`config.mk`:
```
export PLATFORM = sky130hd
export DESIGN_NAME = ssd_top
export DESIGN_NICKNAME = d
export VERILOG_FILES = /design/src/verilog/ssd_pkg.sv /design/src/verilog/ssd_disp_if.sv /design/src/verilog/ssd_scan_timer.sv /design/src/verilog/ssd_seg_encoder.sv /design/src/verilog/ssd_top.sv
export SDC_FILE = /design/constraint.sdc
export NUM_CORES = 1
export LEC_CHECK = 0
export ABC_CLOCK_PERIOD_IN_PS = 12680
export BUFFER_PORTS_ARGS = -buffer_cell sky130_fd_sc_hd__buf_4
export CAP_MARGIN = 20
export CORE_MARGIN = 5
export CORE_UTILIZATION = 40
export DETAILED_ROUTE_END_ITERATION = 7
export PLACE_DENSITY = 0.68
export SLEW_MARGIN = 20
export SYNTH_ARGS = -nofsm -noshare
export SYNTH_HDL_FRONTEND = slang
export SYNTH_SLANG_ARGS = --single-unit
```
`constraint.sdc`:
```
create_clock -name clock -period 12.68 [get_ports clock]
set_clock_uncertainty 0.2 [all_clocks]
set_input_delay 3.17 -clock clock [delete_from_list [all_inputs] [get_ports clock]]
set_output_delay 3.17 -clock clock [all_outputs]
set_load 0.05 [all_outputs]
```
`src/verilog/ssd_pkg.sv`:
```
// Constants, codes and types for the scanner status display and scan gating
package ssd_pkg;

	// ------------------------------------------------------------
	// Timing
	// ------------------------------------------------------------
	localparam int CLOCK_HZ    = 50_000_000;
	localparam int SCAN_MS     = 30;
	localparam int SCAN_CYCLES = CLOCK_HZ / 1000 * SCAN_MS;
	localparam int HOLD_S      = 3;
	localparam int HOLD_CYCLES = CLOCK_HZ * HOLD_S;
	localparam int INIT_SCANS  = 4;

	// ------------------------------------------------------------
	// Register map and fields
	// ------------------------------------------------------------
	localparam logic [7:0] ADDR_CTRL   = 8'h00;
	localparam logic [7:0] ADDR_STATUS = 8'h04;
	localparam logic [7:0] ADDR_IP     = 8'h08;
	localparam logic [7:0] ADDR_GW     = 8'h0c;
	localparam logic [7:0] ADDR_MASK   = 8'h10;
	localparam logic [7:0] ADDR_PORT   = 8'h14;
	localparam int         CTRL_INV    = 0;
	localparam int         CTRL_LOFF   = 1;
	localparam int         CTRL_SKIP   = 2;
	localparam logic [3:0] CTRL_RESET  = 4'h0;

	// ------------------------------------------------------------
	// Factory network settings
	// ------------------------------------------------------------
	localparam logic [31:0] FACT_IP   = 32'hc0a8000a;
	localparam logic [31:0] FACT_GW   = 32'hc0a80001;
	localparam logic [31:0] FACT_MASK = 32'hffffff00;
	localparam logic [15:0] FACT_PORT = 16'h2abc;

	// ------------------------------------------------------------
	// Display codes
	// ------------------------------------------------------------
	localparam logic [7:0] CODE_INIT  = 8'h00;
	localparam logic [7:0] CODE_ILK1  = 8'h34;
	localparam logic [7:0] CODE_ILK2  = 8'h35;
	localparam logic [7:0] CODE_ILK12 = 8'h36;
	localparam logic [7:0] CODE_MUT1  = 8'h37;
	localparam logic [7:0] CODE_MUT2  = 8'h38;
	localparam logic [7:0] CODE_MUT12 = 8'h39;
	localparam logic [7:0] CODE_LOFF  = 8'h40;
	localparam logic [7:0] CODE_FOUND = 8'hf2;
	localparam logic [7:0] CODE_APPLY = 8'hf3;
	localparam logic [7:0] CODE_DONE  = 8'hf4;
	localparam logic [7:0] CODE_REST  = 8'hf5;
	localparam logic [7:0] CODE_ADDR  = 8'hfb;
	localparam logic [3:0] ERR_DIGIT  = 4'he;
	localparam logic [5:0] LOFF_AREA  = 6'h01;
	localparam logic [5:0] MAX_AREA   = 6'h20;

	typedef enum logic [2:0] {
		PH_INIT  = 3'h0,
		PH_RUN   = 3'h1,
		PH_FOUND = 3'h2,
		PH_APPLY = 3'h3,
		PH_DONE  = 3'h4,
		PH_REST  = 3'h5,
		PH_ADDR  = 3'h6
	} ssd_phase_e;

endpackage : ssd_pkg

```
`src/verilog/ssd_disp_if.sv`:
```
// Display path between the status logic and the segment encoder
`timescale 1ns/1ps
`default_nettype none
interface ssd_disp_if;
	logic [7:0] code;
	logic       invert;
	logic [7:0] seg_hi;
	logic [7:0] seg_lo;
	modport ctrl (output code, output invert, input seg_hi, input seg_lo);
	modport enc  (input code, input invert, output seg_hi, output seg_lo);
endinterface : ssd_disp_if
`default_nettype wire

```
`src/verilog/ssd_scan_timer.sv`:
```
// Scan cycle divider: one-cycle tick per scan period
`timescale 1ns/1ps
`default_nettype none
module ssd_scan_timer #(
	parameter int PERIOD = ssd_pkg::SCAN_CYCLES
) (
	input  wire logic clock,
	input  wire logic reset,
	output logic      tick
);
	localparam int W = $clog2(PERIOD + 1);
	localparam logic [W-1:0] LAST = W'(PERIOD - 1);

	logic [W-1:0] count_reg;

	always_ff @(posedge clock or posedge reset)
	begin
		if (reset)
		begin
			count_reg <= '0;
			tick      <= 1'b0;
		end
		else
		begin
			tick      <= (count_reg == LAST);
			count_reg <= (count_reg == LAST) ? '0 : count_reg + 1'b1;
		end
	end
endmodule : ssd_scan_timer
`default_nettype wire

```
`src/verilog/ssd_seg_encoder.sv`:
```
// Two-digit seven-segment encoder with half-turn rotation
`timescale 1ns/1ps
`default_nettype none
module ssd_seg_encoder (
	ssd_disp_if.enc disp
);
	// ------------------------------------------------------------
	// Per-digit glyphs, bit order g f e d c b a
	// ------------------------------------------------------------
	for (genvar d = 0; d < 2; d++)
	begin : dig
		logic [6:0] raw;
		logic [7:0] seg;
		always_comb
		begin
			case (disp.code[d*4 +: 4])
				4'h0: raw = 7'h3f;
				4'h1: raw = 7'h06;
				4'h2: raw = 7'h5b;
				4'h3: raw = 7'h4f;
				4'h4: raw = 7'h66;
				4'h5: raw = 7'h6d;
				4'h6: raw = 7'h7d;
				4'h7: raw = 7'h07;
				4'h8: raw = 7'h7f;
				4'h9: raw = 7'h6f;
				4'ha: raw = 7'h77;
				4'hb: raw = 7'h7c;
				4'hc: raw = 7'h39;
				4'hd: raw = 7'h5e;
				4'he: raw = 7'h79;
				default: raw = 7'h71;
			endcase
		end
		// Half turn swaps a/d, b/e, c/f; dots mark the inverted view
		assign seg = disp.invert ? {1'b1, raw[6], raw[2:0], raw[5:3]} : {1'b0, raw};
	end

	// Rotation also swaps digit positions
	assign disp.seg_hi = disp.invert ? dig[0].seg : dig[1].seg;
	assign disp.seg_lo = disp.invert ? dig[1].seg : dig[0].seg;
endmodule : ssd_seg_encoder
`default_nettype wire

```
`src/verilog/ssd_top.sv`:
```
// Status display, network reset, card setup and scan gating of the scanner
//
// Design decisions made here: the register addresses and the strobed register port.
`timescale 1ns/1ps
`default_nettype none
// Overview of operation
// - In normal running show the selected area as 01 to 32.
// - After every restart show 00 while initializing, before any area code.
// - Interlock codes: 34 zone 1, 35 zone 2, 36 both zones.
// - Muting or override codes: 37 zone 1, 38 zone 2, 39 both.
// - Card setup shows F2 found, F3 applying, F4 await removal, F5 restart.
// - Finished address reset shows Fb, then the device restarts.
// - Any code outside the defined set means an error state.
// - Inverted setting rotates digits half a turn and lights both dots.
// - Switch held over 3 s in normal running restores network defaults, Fb, restart.
// - Defaults: 192.168.0.10, gateway 192.168.0.1, mask 255.255.255.0, port 10940.
// - Card settings taken only with matching serial and good password.
// - Laser-off mode: area 1 stops emission and forces safety outputs off.
// - Skip count 0 to 3; zero means every scan cycle measures.
// - Skip count N puts N dark cycles between measuring cycles.
// - Laser stays off throughout every skipped cycle.
// - Outputs hold their last measuring-cycle state during skipped cycles.
// - Scan cycle is 30 ms; area switch takes effect at next cycle.
module ssd_top #(
	parameter int SCAN_CYCLES_P = ssd_pkg::SCAN_CYCLES,
	parameter int HOLD_CYCLES_P = ssd_pkg::HOLD_CYCLES,
	parameter int INIT_SCANS_P  = ssd_pkg::INIT_SCANS
) (
	input  wire logic        clock,
	input  wire logic        reset,
	input  wire logic [7:0]  reg_addr,
	input  wire logic [31:0] reg_wdata,
	input  wire logic        reg_write,
	input  wire logic        reg_read,
	output logic      [31:0] reg_rdata,
	input  wire logic [5:0]  area_select,
	input  wire logic [1:0]  zone_interlock,
	input  wire logic [1:0]  zone_muting,
	input  wire logic [1:0]  zone_clear,
	input  wire logic        error_valid,
	input  wire logic [3:0]  error_num,
	input  wire logic        init_switch,
	input  wire logic        card_inserted,
	input  wire logic        card_id_match,
	input  wire logic        card_pass_ok,
	input  wire logic [3:0]  card_config,
	input  wire logic        card_apply_done,
	output logic      [7:0]  seg_hi,
	output logic      [7:0]  seg_lo,
	output logic             laser_enable,
	output logic      [1:0]  safety_switching_output,
	output logic             restart_pulse,
	output logic             measuring
);
	localparam int HW = $clog2(HOLD_CYCLES_P + 1);
	localparam int IW = $clog2(INIT_SCANS_P + 1);
	localparam logic [HW-1:0] HOLD_LAST = HW'(HOLD_CYCLES_P);
	localparam logic [IW-1:0] INIT_LAST = IW'(INIT_SCANS_P - 1);

	ssd_pkg::ssd_phase_e phase_reg, phase_next;
	logic [3:0]    ctrl_reg, ctrl_next;
	logic [31:0]   ip_reg, gw_reg, mask_reg;
	logic [15:0]   port_reg;
	logic [HW-1:0] hold_reg;
	logic [IW-1:0] init_reg;
	logic [5:0]    area_reg;
	logic [1:0]    skip_reg;
	logic [7:0]    code_reg, code_next;
	logic          meas_next, lo_active, lo_next, scan_tick, accept, restore;

	ssd_disp_if disp ();

	ssd_scan_timer #(.PERIOD(SCAN_CYCLES_P)) u_timer (
		.clock (clock),
		.reset (reset),
		.tick  (scan_tick)
	);

	ssd_seg_encoder u_enc (
		.disp (disp)
	);

	// ------------------------------------------------------------
	// Phase sequencing
	// ------------------------------------------------------------
	assign accept  = card_inserted && card_id_match && card_pass_ok;
	assign restore = (phase_reg == ssd_pkg::PH_RUN) && (hold_reg == HOLD_LAST);

	always_comb
	begin
		phase_next = phase_reg;
		case (phase_reg)
			ssd_pkg::PH_INIT:
				if (scan_tick && init_reg == INIT_LAST)
					phase_next = ssd_pkg::PH_RUN;
			ssd_pkg::PH_RUN:
				if (restore)
					phase_next = ssd_pkg::PH_ADDR;
				else if (accept)
					phase_next = ssd_pkg::PH_FOUND;
			ssd_pkg::PH_FOUND:
				if (scan_tick)
					phase_next = ssd_pkg::PH_APPLY;
			ssd_pkg::PH_APPLY:
				if (card_apply_done)
					phase_next = ssd_pkg::PH_DONE;
			ssd_pkg::PH_DONE:
				if (!card_inserted)
					phase_next = ssd_pkg::PH_REST;
			ssd_pkg::PH_REST, ssd_pkg::PH_ADDR:
				if (scan_tick)
					phase_next = ssd_pkg::PH_INIT;
			default:
				phase_next = ssd_pkg::PH_INIT;
		endcase
	end

	always_ff @(posedge clock or posedge reset)
	begin
		if (reset)
		begin
			phase_reg     <= ssd_pkg::PH_INIT;
			restart_pulse <= 1'b0;
		end
		else
		begin
			phase_reg     <= phase_next;
			restart_pulse <= (phase_next == ssd_pkg::PH_INIT) && (phase_reg != ssd_pkg::PH_INIT);
		end
	end

	// Scans spent in the initializing phase
	always_ff @(posedge clock or posedge reset)
	begin
		if (reset)
			init_reg <= '0;
		else if (phase_reg != ssd_pkg::PH_INIT)
			init_reg <= '0;
		else if (scan_tick)
			init_reg <= init_reg + 1'b1;
	end

	// Switch hold time; only counted while running normally
	always_ff @(posedge clock or posedge reset)
	begin
		if (reset)
			hold_reg <= '0;
		else if (!init_switch || phase_reg != ssd_pkg::PH_RUN)
			hold_reg <= '0;
		else if (hold_reg != HOLD_LAST)
			hold_reg <= hold_reg + 1'b1;
	end

	// ------------------------------------------------------------
	// Registers
	// ------------------------------------------------------------
	always_comb
	begin
		ctrl_next = ctrl_reg;
		if (phase_reg == ssd_pkg::PH_FOUND && phase_next == ssd_pkg::PH_APPLY)
			ctrl_next = card_config;
		else if (reg_write && reg_addr == ssd_pkg::ADDR_CTRL)
			ctrl_next = reg_wdata[3:0];
	end

	always_ff @(posedge clock or posedge reset)
	begin
		if (reset)
			ctrl_reg <= ssd_pkg::CTRL_RESET;
		else
			ctrl_reg <= ctrl_next;
	end

	// Restore beats a write landing in the same cycle
	always_ff @(posedge clock or posedge reset)
	begin
		if (reset)
		begin
			ip_reg   <= ssd_pkg::FACT_IP;
			gw_reg   <= ssd_pkg::FACT_GW;
			mask_reg <= ssd_pkg::FACT_MASK;
			port_reg <= ssd_pkg::FACT_PORT;
		end
		else if (restore)
		begin
			ip_reg   <= ssd_pkg::FACT_IP;
			gw_reg   <= ssd_pkg::FACT_GW;
			mask_reg <= ssd_pkg::FACT_MASK;
			port_reg <= ssd_pkg::FACT_PORT;
		end
		else if (reg_write)
		begin
			if (reg_addr == ssd_pkg::ADDR_IP)
				ip_reg <= reg_wdata;
			if (reg_addr == ssd_pkg::ADDR_GW)
				gw_reg <= reg_wdata;
			if (reg_addr == ssd_pkg::ADDR_MASK)
				mask_reg <= reg_wdata;
			if (reg_addr == ssd_pkg::ADDR_PORT)
				port_reg <= reg_wdata[15:0];
		end
	end

	// Read data stands for one cycle only, zero otherwise
	always_ff @(posedge clock or posedge reset)
	begin
		if (reset)
			reg_rdata <= '0;
		else if (!reg_read)
			reg_rdata <= '0;
		else
			case (reg_addr)
				ssd_pkg::ADDR_CTRL:   reg_rdata <= {28'h0000000, ctrl_reg};
				ssd_pkg::ADDR_STATUS: reg_rdata <= {16'h0000, 1'b0, measuring,
					safety_switching_output, laser_enable, phase_reg, code_reg};
				ssd_pkg::ADDR_IP:     reg_rdata <= ip_reg;
				ssd_pkg::ADDR_GW:     reg_rdata <= gw_reg;
				ssd_pkg::ADDR_MASK:   reg_rdata <= mask_reg;
				ssd_pkg::ADDR_PORT:   reg_rdata <= {16'h0000, port_reg};
				default:              reg_rdata <= '0;
			endcase
	end

	// ------------------------------------------------------------
	// Scan gating
	// ------------------------------------------------------------
	// Area taken at cycle boundary, so a switch costs up to one cycle
	always_ff @(posedge clock or posedge reset)
	begin
		if (reset)
			area_reg <= ssd_pkg::LOFF_AREA;
		else if (scan_tick)
			area_reg <= area_select;
	end

	assign lo_active = ctrl_reg[ssd_pkg::CTRL_LOFF] && area_reg == ssd_pkg::LOFF_AREA;
	// Next control value, so a fresh laser-off bit darkens without a lit cycle
	assign lo_next   = ctrl_next[ssd_pkg::CTRL_LOFF] &&
		(scan_tick ? area_select : area_reg) == ssd_pkg::LOFF_AREA;

	// Skip count shrinking mid-run restarts the pattern at once
	always_comb
	begin
		meas_next = measuring;
		if (scan_tick)
			meas_next = (skip_reg >= ctrl_reg[ssd_pkg::CTRL_SKIP +: 2]);
	end

	always_ff @(posedge clock or posedge reset)
	begin
		if (reset)
		begin
			skip_reg     <= 2'h0;
			measuring    <= 1'b1;
			laser_enable <= 1'b0;
		end
		else
		begin
			if (scan_tick)
				skip_reg <= meas_next ? 2'h0 : skip_reg + 2'h1;
			measuring    <= meas_next;
			laser_enable <= meas_next && !lo_next;
		end
	end

	// Outputs refresh at the end of a measuring cycle; a laser-off area clears them in any cycle
	always_ff @(posedge clock or posedge reset)
	begin
		if (reset)
			safety_switching_output <= 2'h0;
		else if (lo_next)
			safety_switching_output <= 2'h0;
		else if (scan_tick && measuring)
			safety_switching_output <= zone_clear & ~zone_interlock;
	end

	// ------------------------------------------------------------
	// Display
	// ------------------------------------------------------------
	function automatic logic [7:0] area_bcd(input logic [5:0] a);
		logic [5:0] q;
		q = a / 6'h0a;
		return {q[3:0], 4'(a - 6'(q * 6'h0a))};
	endfunction : area_bcd

	always_comb
	begin
		code_next = area_bcd(area_reg);
		if (error_valid)
			code_next = {ssd_pkg::ERR_DIGIT, error_num};
		else
			case (phase_reg)
				ssd_pkg::PH_INIT:  code_next = ssd_pkg::CODE_INIT;
				ssd_pkg::PH_FOUND: code_next = ssd_pkg::CODE_FOUND;
				ssd_pkg::PH_APPLY: code_next = ssd_pkg::CODE_APPLY;
				ssd_pkg::PH_DONE:  code_next = ssd_pkg::CODE_DONE;
				ssd_pkg::PH_REST:  code_next = ssd_pkg::CODE_REST;
				ssd_pkg::PH_ADDR:  code_next = ssd_pkg::CODE_ADDR;
				default:
					if (zone_interlock == 2'h3)
						code_next = ssd_pkg::CODE_ILK12;
					else if (zone_interlock == 2'h1)
						code_next = ssd_pkg::CODE_ILK1;
					else if (zone_interlock == 2'h2)
						code_next = ssd_pkg::CODE_ILK2;
					else if (zone_muting == 2'h3)
						code_next = ssd_pkg::CODE_MUT12;
					else if (zone_muting == 2'h1)
						code_next = ssd_pkg::CODE_MUT1;
					else if (zone_muting == 2'h2)
						code_next = ssd_pkg::CODE_MUT2;
					else if (lo_active)
						code_next = ssd_pkg::CODE_LOFF;
					else if (area_reg == 6'h00 || area_reg > ssd_pkg::MAX_AREA)
						code_next = {ssd_pkg::ERR_DIGIT, 4'h0};
			endcase
	end

	assign disp.code   = code_reg;
	assign disp.invert = ctrl_reg[ssd_pkg::CTRL_INV];

	always_ff @(posedge clock or posedge reset)
	begin
		if (reset)
		begin
			code_reg <= ssd_pkg::CODE_INIT;
			seg_hi   <= 8'h00;
			seg_lo   <= 8'h00;
		end
		else
		begin
			code_reg <= code_next;
			seg_hi   <= disp.seg_hi;
			seg_lo   <= disp.seg_lo;
		end
	end
endmodule : ssd_top
`default_nettype wire

```
Word level (Yosys, flattened, before mapping)
Memories as Yosys holds them, arrays and structs flattened.
Cells that the tools add are included.
{"block": "classes", "n_lt_le_gt_ge": 2, "addsub": 5, "n_bitwise": 2, "n_eq_ne": 25, "mul": 1, "n_reduce_logical": 34, "mux": 48, "n_div": 1}
{"operator": "$mux W32", "count": 10}
{"operator": "$pmux W32 S6", "count": 1}
{"operator": "$mux W8", "count": 13}
{"operator": "$mux W28", "count": 2}
{"operator": "$mux W16", "count": 3}
{"operator": "$pmux W8 S6", "count": 1}
{"operator": "$add A28 B1 Y28 const B", "count": 1}
{"operator": "$eq A28 B28 Y1 const B", "count": 1}
{"operator": "$ne A28 B28 Y1 const B", "count": 1}
{"operator": "$mux W3", "count": 9}
{"operator": "$add A21 B1 Y21 const B", "count": 1}
{"operator": "$eq A21 B21 Y1 const B", "count": 1}
{"operator": "$mux W21", "count": 1}
{"operator": "$pmux W3 S6", "count": 1}
{"operator": "$reduce_bool A2 Y1", "count": 9}
{"operator": "$eq A8 B4 Y1 const B", "count": 2}
{"operator": "$eq A8 B5 Y1 const B", "count": 2}
{"operator": "$eq A3 B2 Y1 const B", "count": 4}
{"operator": "$eq A6 B1 Y1 const B", "count": 2}
{"operator": "$logic_and A1 B1 Y1", "count": 11}
{"operator": "$eq A3 B3 Y1 const B", "count": 3}
{"operator": "$eq A2 B2 Y1 const B", "count": 4}
{"operator": "$eq A8 B3 Y1 const B", "count": 1}
{"operator": "$logic_not A8 Y1", "count": 1}
{"operator": "other kinds (23)", "count": 33}
{"block": "word_totals", "reg_bits": 241, "inputBits": 70, "romBits": 224, "out_inout_bits": 53, "memories": 2}
{"name": "(no name shown)", "depth": 16, "width": 7, "rd": 1, "rd_clocked_by_memory_dff": 0, "write_ports": 0, "line": "ssd_seg_encoder.sv:16", "rtl": "case (disp.code[d*4 +: 4])"}
{"name": "(no name shown)", "depth": 16, "width": 7, "rd": 1, "rd_clocked_by_memory_dff": 0, "write_ports": 0, "line": "ssd_seg_encoder.sv:16"}

Depth between registers and ports, before layout
{"block": "logic_depth", "depth_word": 13, "mapped_depth": 14, "ltp_nobuf": 13}

Modules after synthesis
From an unflattened synthesis, not the netlist that was laid out.
{"block": "unflattened", "hier_cells": 1246, "area_unflattened_um2": 12051.6}
{"mod": "ssd_top", "n_inst": 1, "seq_area_each_um2": 5539.1, "area_each_um2": 10177.3, "cells_per_inst": 1056}
{"mod": "ssd_scan_timer", "n_inst": 1, "seq_area_each_um2": 550.5, "area_each_um2": 1157.4, "cells_per_inst": 105}
{"mod": "ssd_seg_encoder", "n_inst": 1, "seq_area_each_um2": 0.0, "area_each_um2": 716.9, "cells_per_inst": 85}

Worst setup path before layout
Ideal clock, no wire load.
{"block": "synth_timing", "path_type": "input -> register", "from": "input reg_addr[1]", "to": "register safety_switching_output[1]", "arrival_time_ns": 4.631, "cell_stages": 5, "path_buffers": 0, "slack_ns": 7.709, "required_ns": 12.340, "setup_ns": 0.140, "path_cell_list": "or4_4 nor4_4 mux2i_1 and2_4 a31oi_4"}
{"block": "synth_between", "elab_chain_cells": 6, "word_cells_on_any_way": 7, "classes_between": "mux: 3; reduce/logical: 4"}
{"element": "from (decl)", "line": "ssd_top.sv:31", "rtl": "input wire logic [7:0] reg_addr,"}
{"element": "$logic_not A8 Y1 (*)", "line": "ssd_top.sv:162", "rtl": "else if (reg_write && reg_addr == ssd_pkg::ADDR_CTRL)"}
{"element": "$logic_and A1 B1 Y1 (*)", "line": "ssd_top.sv:162"}
{"element": "$mux W4 (*)", "line": "ssd_top.sv:162"}
{"element": "$mux W4 (*)", "line": "ssd_top.sv:160", "rtl": "if (phase_reg == ssd_pkg::PH_FOUND && phase_next == ssd_pkg::PH_APPLY)"}
{"element": "named net ctrl_next[1]", "line": "ssd_top.sv:61", "rtl": "logic [3:0] ctrl_reg, ctrl_next;"}
{"element": "$logic_and A1 B1 Y1 (*)", "line": "ssd_top.sv:238", "rtl": "assign lo_next = ctrl_next[ssd_pkg::CTRL_LOFF] &&"}
{"element": "$mux W2 or $reduce_bool A2 Y1 (tied branches)"}
{"element": "to (signal assigned)", "line": "ssd_top.sv:274", "rtl": "safety_switching_output <= zone_clear & ~zone_interlock;"}
{"element": "to (decl)", "line": "ssd_top.sv:51", "rtl": "output logic [1:0] safety_switching_output,"}
Mark *: on every way through the listed nets, which the timed path passes. The rest lies on a longest branch. The select of a mux whose other input is x is not followed.
A chain may end at the register's enable or synchronous reset.

Worst setup path after layout
{"block": "layout_timing", "from": "input reg_addr[1]", "to": "register ip_reg[24]"}
{"block": "layout_between", "elab_chain_cells": 3}
{"element": "$eq A8 B4 Y1", "line": "ssd_top.sv:193", "rtl": "if (reg_addr == ssd_pkg::ADDR_IP)"}
{"element": "$reduce_bool A2 Y1 (no source line)"}
{"element": "$reduce_and A2 Y1 (no source line)"}
{"element": "to (signal assigned)", "line": "ssd_top.sv:179", "rtl": "ip_reg <= ssd_pkg::FACT_IP;"}
{"element": "to (signal assigned)", "line": "ssd_top.sv:186", "rtl": "ip_reg <= ssd_pkg::FACT_IP;"}
{"element": "to (signal assigned)", "line": "ssd_top.sv:194", "rtl": "ip_reg <= reg_wdata;"}
{"element": "to (decl)", "line": "ssd_top.sv:62", "rtl": "logic [31:0] ip_reg, gw_reg, mask_reg;"}
No other way between the ends.

==> results.tsv <==
metric	value	unit
postCtsSetupBuffers	0	
clock_latency	0.54	ns
hold_ws	0.282	ns
synth_seq_cells	240	
antenna_found_initial	1	
dieArea	33200	um2
yosys-top-cells-count	dfrtp_1, nor2_1, mux2i_1, nand2_1, dfstp_2	
required	12.87	ns
rr_worst_depth	13	
core_area	29500	um2
peakVddDrop	0.0000909	V
cts_resized	0	
worst_setup_path_end_kind	flop	
grt_max_degree	88	
synth_area	11900	um2
area_delta_synth_final	17.3	%
tritoncts	yes	
slowest_delay	0.63	ns
arrival	5.77	ns
critical_path_class	primary input to flop	
ff_latch_area	6060	um2
grt_overflow_total	0	
worst_pin_slew	1.01	ns
synth_area_leaders	dfrtp_1, mux2i_1, dfstp_2	
cpMostUsedCell	buf_4	
first_pass_iters	5	
path_delay_family	simple AND/OR/NAND/NOR gates	
drt_iter0_markers	630	
report.power.total	0.00203	W
htree_levels	1	
outcome	completed	
p_leak	6.53	nW
grtUsageTotal	16.8	%
min_path_type	flop to flop	
slew_headroom	32.5	%
synth_top_area_share	40.7	%
crit_cells	7	
fp.dieW	182	um
multiInputGateArea	5390	um2
fin_setup_tns	0	ns
postSynthAreaPerCell	10.7	um2
finalSetupViolCount	0	
nets	1294	
synth_edf_count	0	
die_h	182	um
initial_core_util	40.2	%
drv_slew	0	
grt_pass1_wl	46.2	mm
cts-root-buf	clkbuf_16	
final_area	13900	um2
port_buffers	122	
avgViaCountPerCell	5.30	
io_pins	123	
hold_depth	1	
grt_pass1_vias	8642	
yosysUniqueCellTypes	70	
synth-seq-area-share	51.2	%
syn_inst	1107	
gp_congestion	0.809	
hpwl	18.7	mm
cp_cell_sequence	buf_4 -> or4_4 -> nor2_8 -> nand4_2 -> buf_4 -> mux2i_1 -> nor2_1	
clock_path_buffers	3	
cp_slowest_cell	nand4_2	
place_inst	1561	
fin_crit	5.58	ns
cts_sinks	240	
ant_nets	0	
hold_viol	0	
startpoint_type	primary input	
critPathBufInv	2	
vias	8542	
postCtsHoldBufs	0	
wl_per_cell	17.6	um
crit_fanout	36	
power_density	146	nW/um2
wirelength	28.3	mm
max_freq	0.179	GHz
remaining_drc_errors	0	
cap_violations	0	
yosysMostFrequentCell	dfrtp_1	
drive_gt1_share	20.7	%
place_area	13000	um2
min_period_over_period	44.0	%
path_clk_slew	0.06	ns
synth_warnings	0	
yosysTopAreaCell	dfrtp_1	
synth_nets	1201	
synthFlopType	dfrtp_1	
fill_cells	2764	
cts_buffers	27	
rows	63	
rsz0062_at_grt	no	
stdcell_count	1612	
synthArstFlopShare	100	%
-- worst reg2reg max path, delay by kind of cell (launching register included) --
family	cells	cell delay, ns
compound gates	6	1.15
fa+ha+maj	4	1.18
flops	1	0.49
simple gates	3	0.62
-- metal layers --
| metal | vias to the layer above | wire, um | GRT usage (%) |
|---|---|---|---|
| met5 | - | 14 | 0 |
| met4 | 2 | 517 | 4.11 |
| met3 | 35 | 2000 | 4.66 |
| met2 | 186 | 13500 | 27.2 |
| met1 | 4237 | 12200 | 22.6 |
| li1 | 4082 | - | - |
-- cells in the final DEF, fill, tap and decap left out, drive strengths merged, types with 19 or more instances in the layout --
cell      n
xnor2    27
buf     130
nand2    86
nor2    168
nand3    32
ha       23
mux2i   159
xor2     19
a21oi    22
a22o     19
clkbuf   40
inv      29
dfstp    47
dfrtp   193
a22oi    29
o21ai    31
-- cell families after synthesis --
logic type / count (synthesis) / synth area share [%]
buffers and inverters: 94 / 3.55
DFF: 240 / 51.2
muxes: 173 / 15.3
AOI/OAI and AO/OA: 141 / 8.07
xor gates and xnor gates: 46 / 3.40
and+or+nand+nor: 388 / 15.8
adders and majority gates: 25 / 2.68
-- final timing paths --
check                                          start               endpoint  slack [ns]
worst max-delay path                     reg_addr[1]             ip_reg[24]        7.10
worst min-delay path            u_timer.count_reg[0]   u_timer.count_reg[0]        0.28
worst max register to register           area_reg[5]            code_reg[2]        8.94
worst min register to register  u_timer.count_reg[0]   u_timer.count_reg[0]        0.28
max in group asynchronous                      reset           reg_rdata[4]        8.35
min in group asynchronous                      reset  u_timer.count_reg[17]        2.52
-- metrics by stage --
step,worst slack (ns),utilization [%]
after floorplan,2.80,-
after global placement,6.63,44.2
after detailed placement,6.59,44.2
after CTS,7.13,47.2
after global routing,6.96,47.2
final,7.10,47.2
-- cell type report --
| cell class | instances | share of cell area, % |
|---|---|---|
| repair buffers | 130 | 7.04 |
| clock inverters | 10 | 0.567 |
| multi-input cells | 773 | 38.7 |
| inverters | 28 | 0.810 |
| well taps | 390 | 3.51 |
| clock buffers | 40 | 5.71 |
| flip-flops and latches | 240 | 43.6 |
| diodes | 1 | 0.0180 |
-- where the power goes --
group / internal, W / switching (W) / leakage [nW]
Clock: 0.000452 / 0.000309 / 0.440
Combinational: 0.000143 / 0.000232 / 3.01
Sequential: 0.000824 / 0.0000665 / 3.07
No activity file was read; power rests on OpenSTA's default activity.
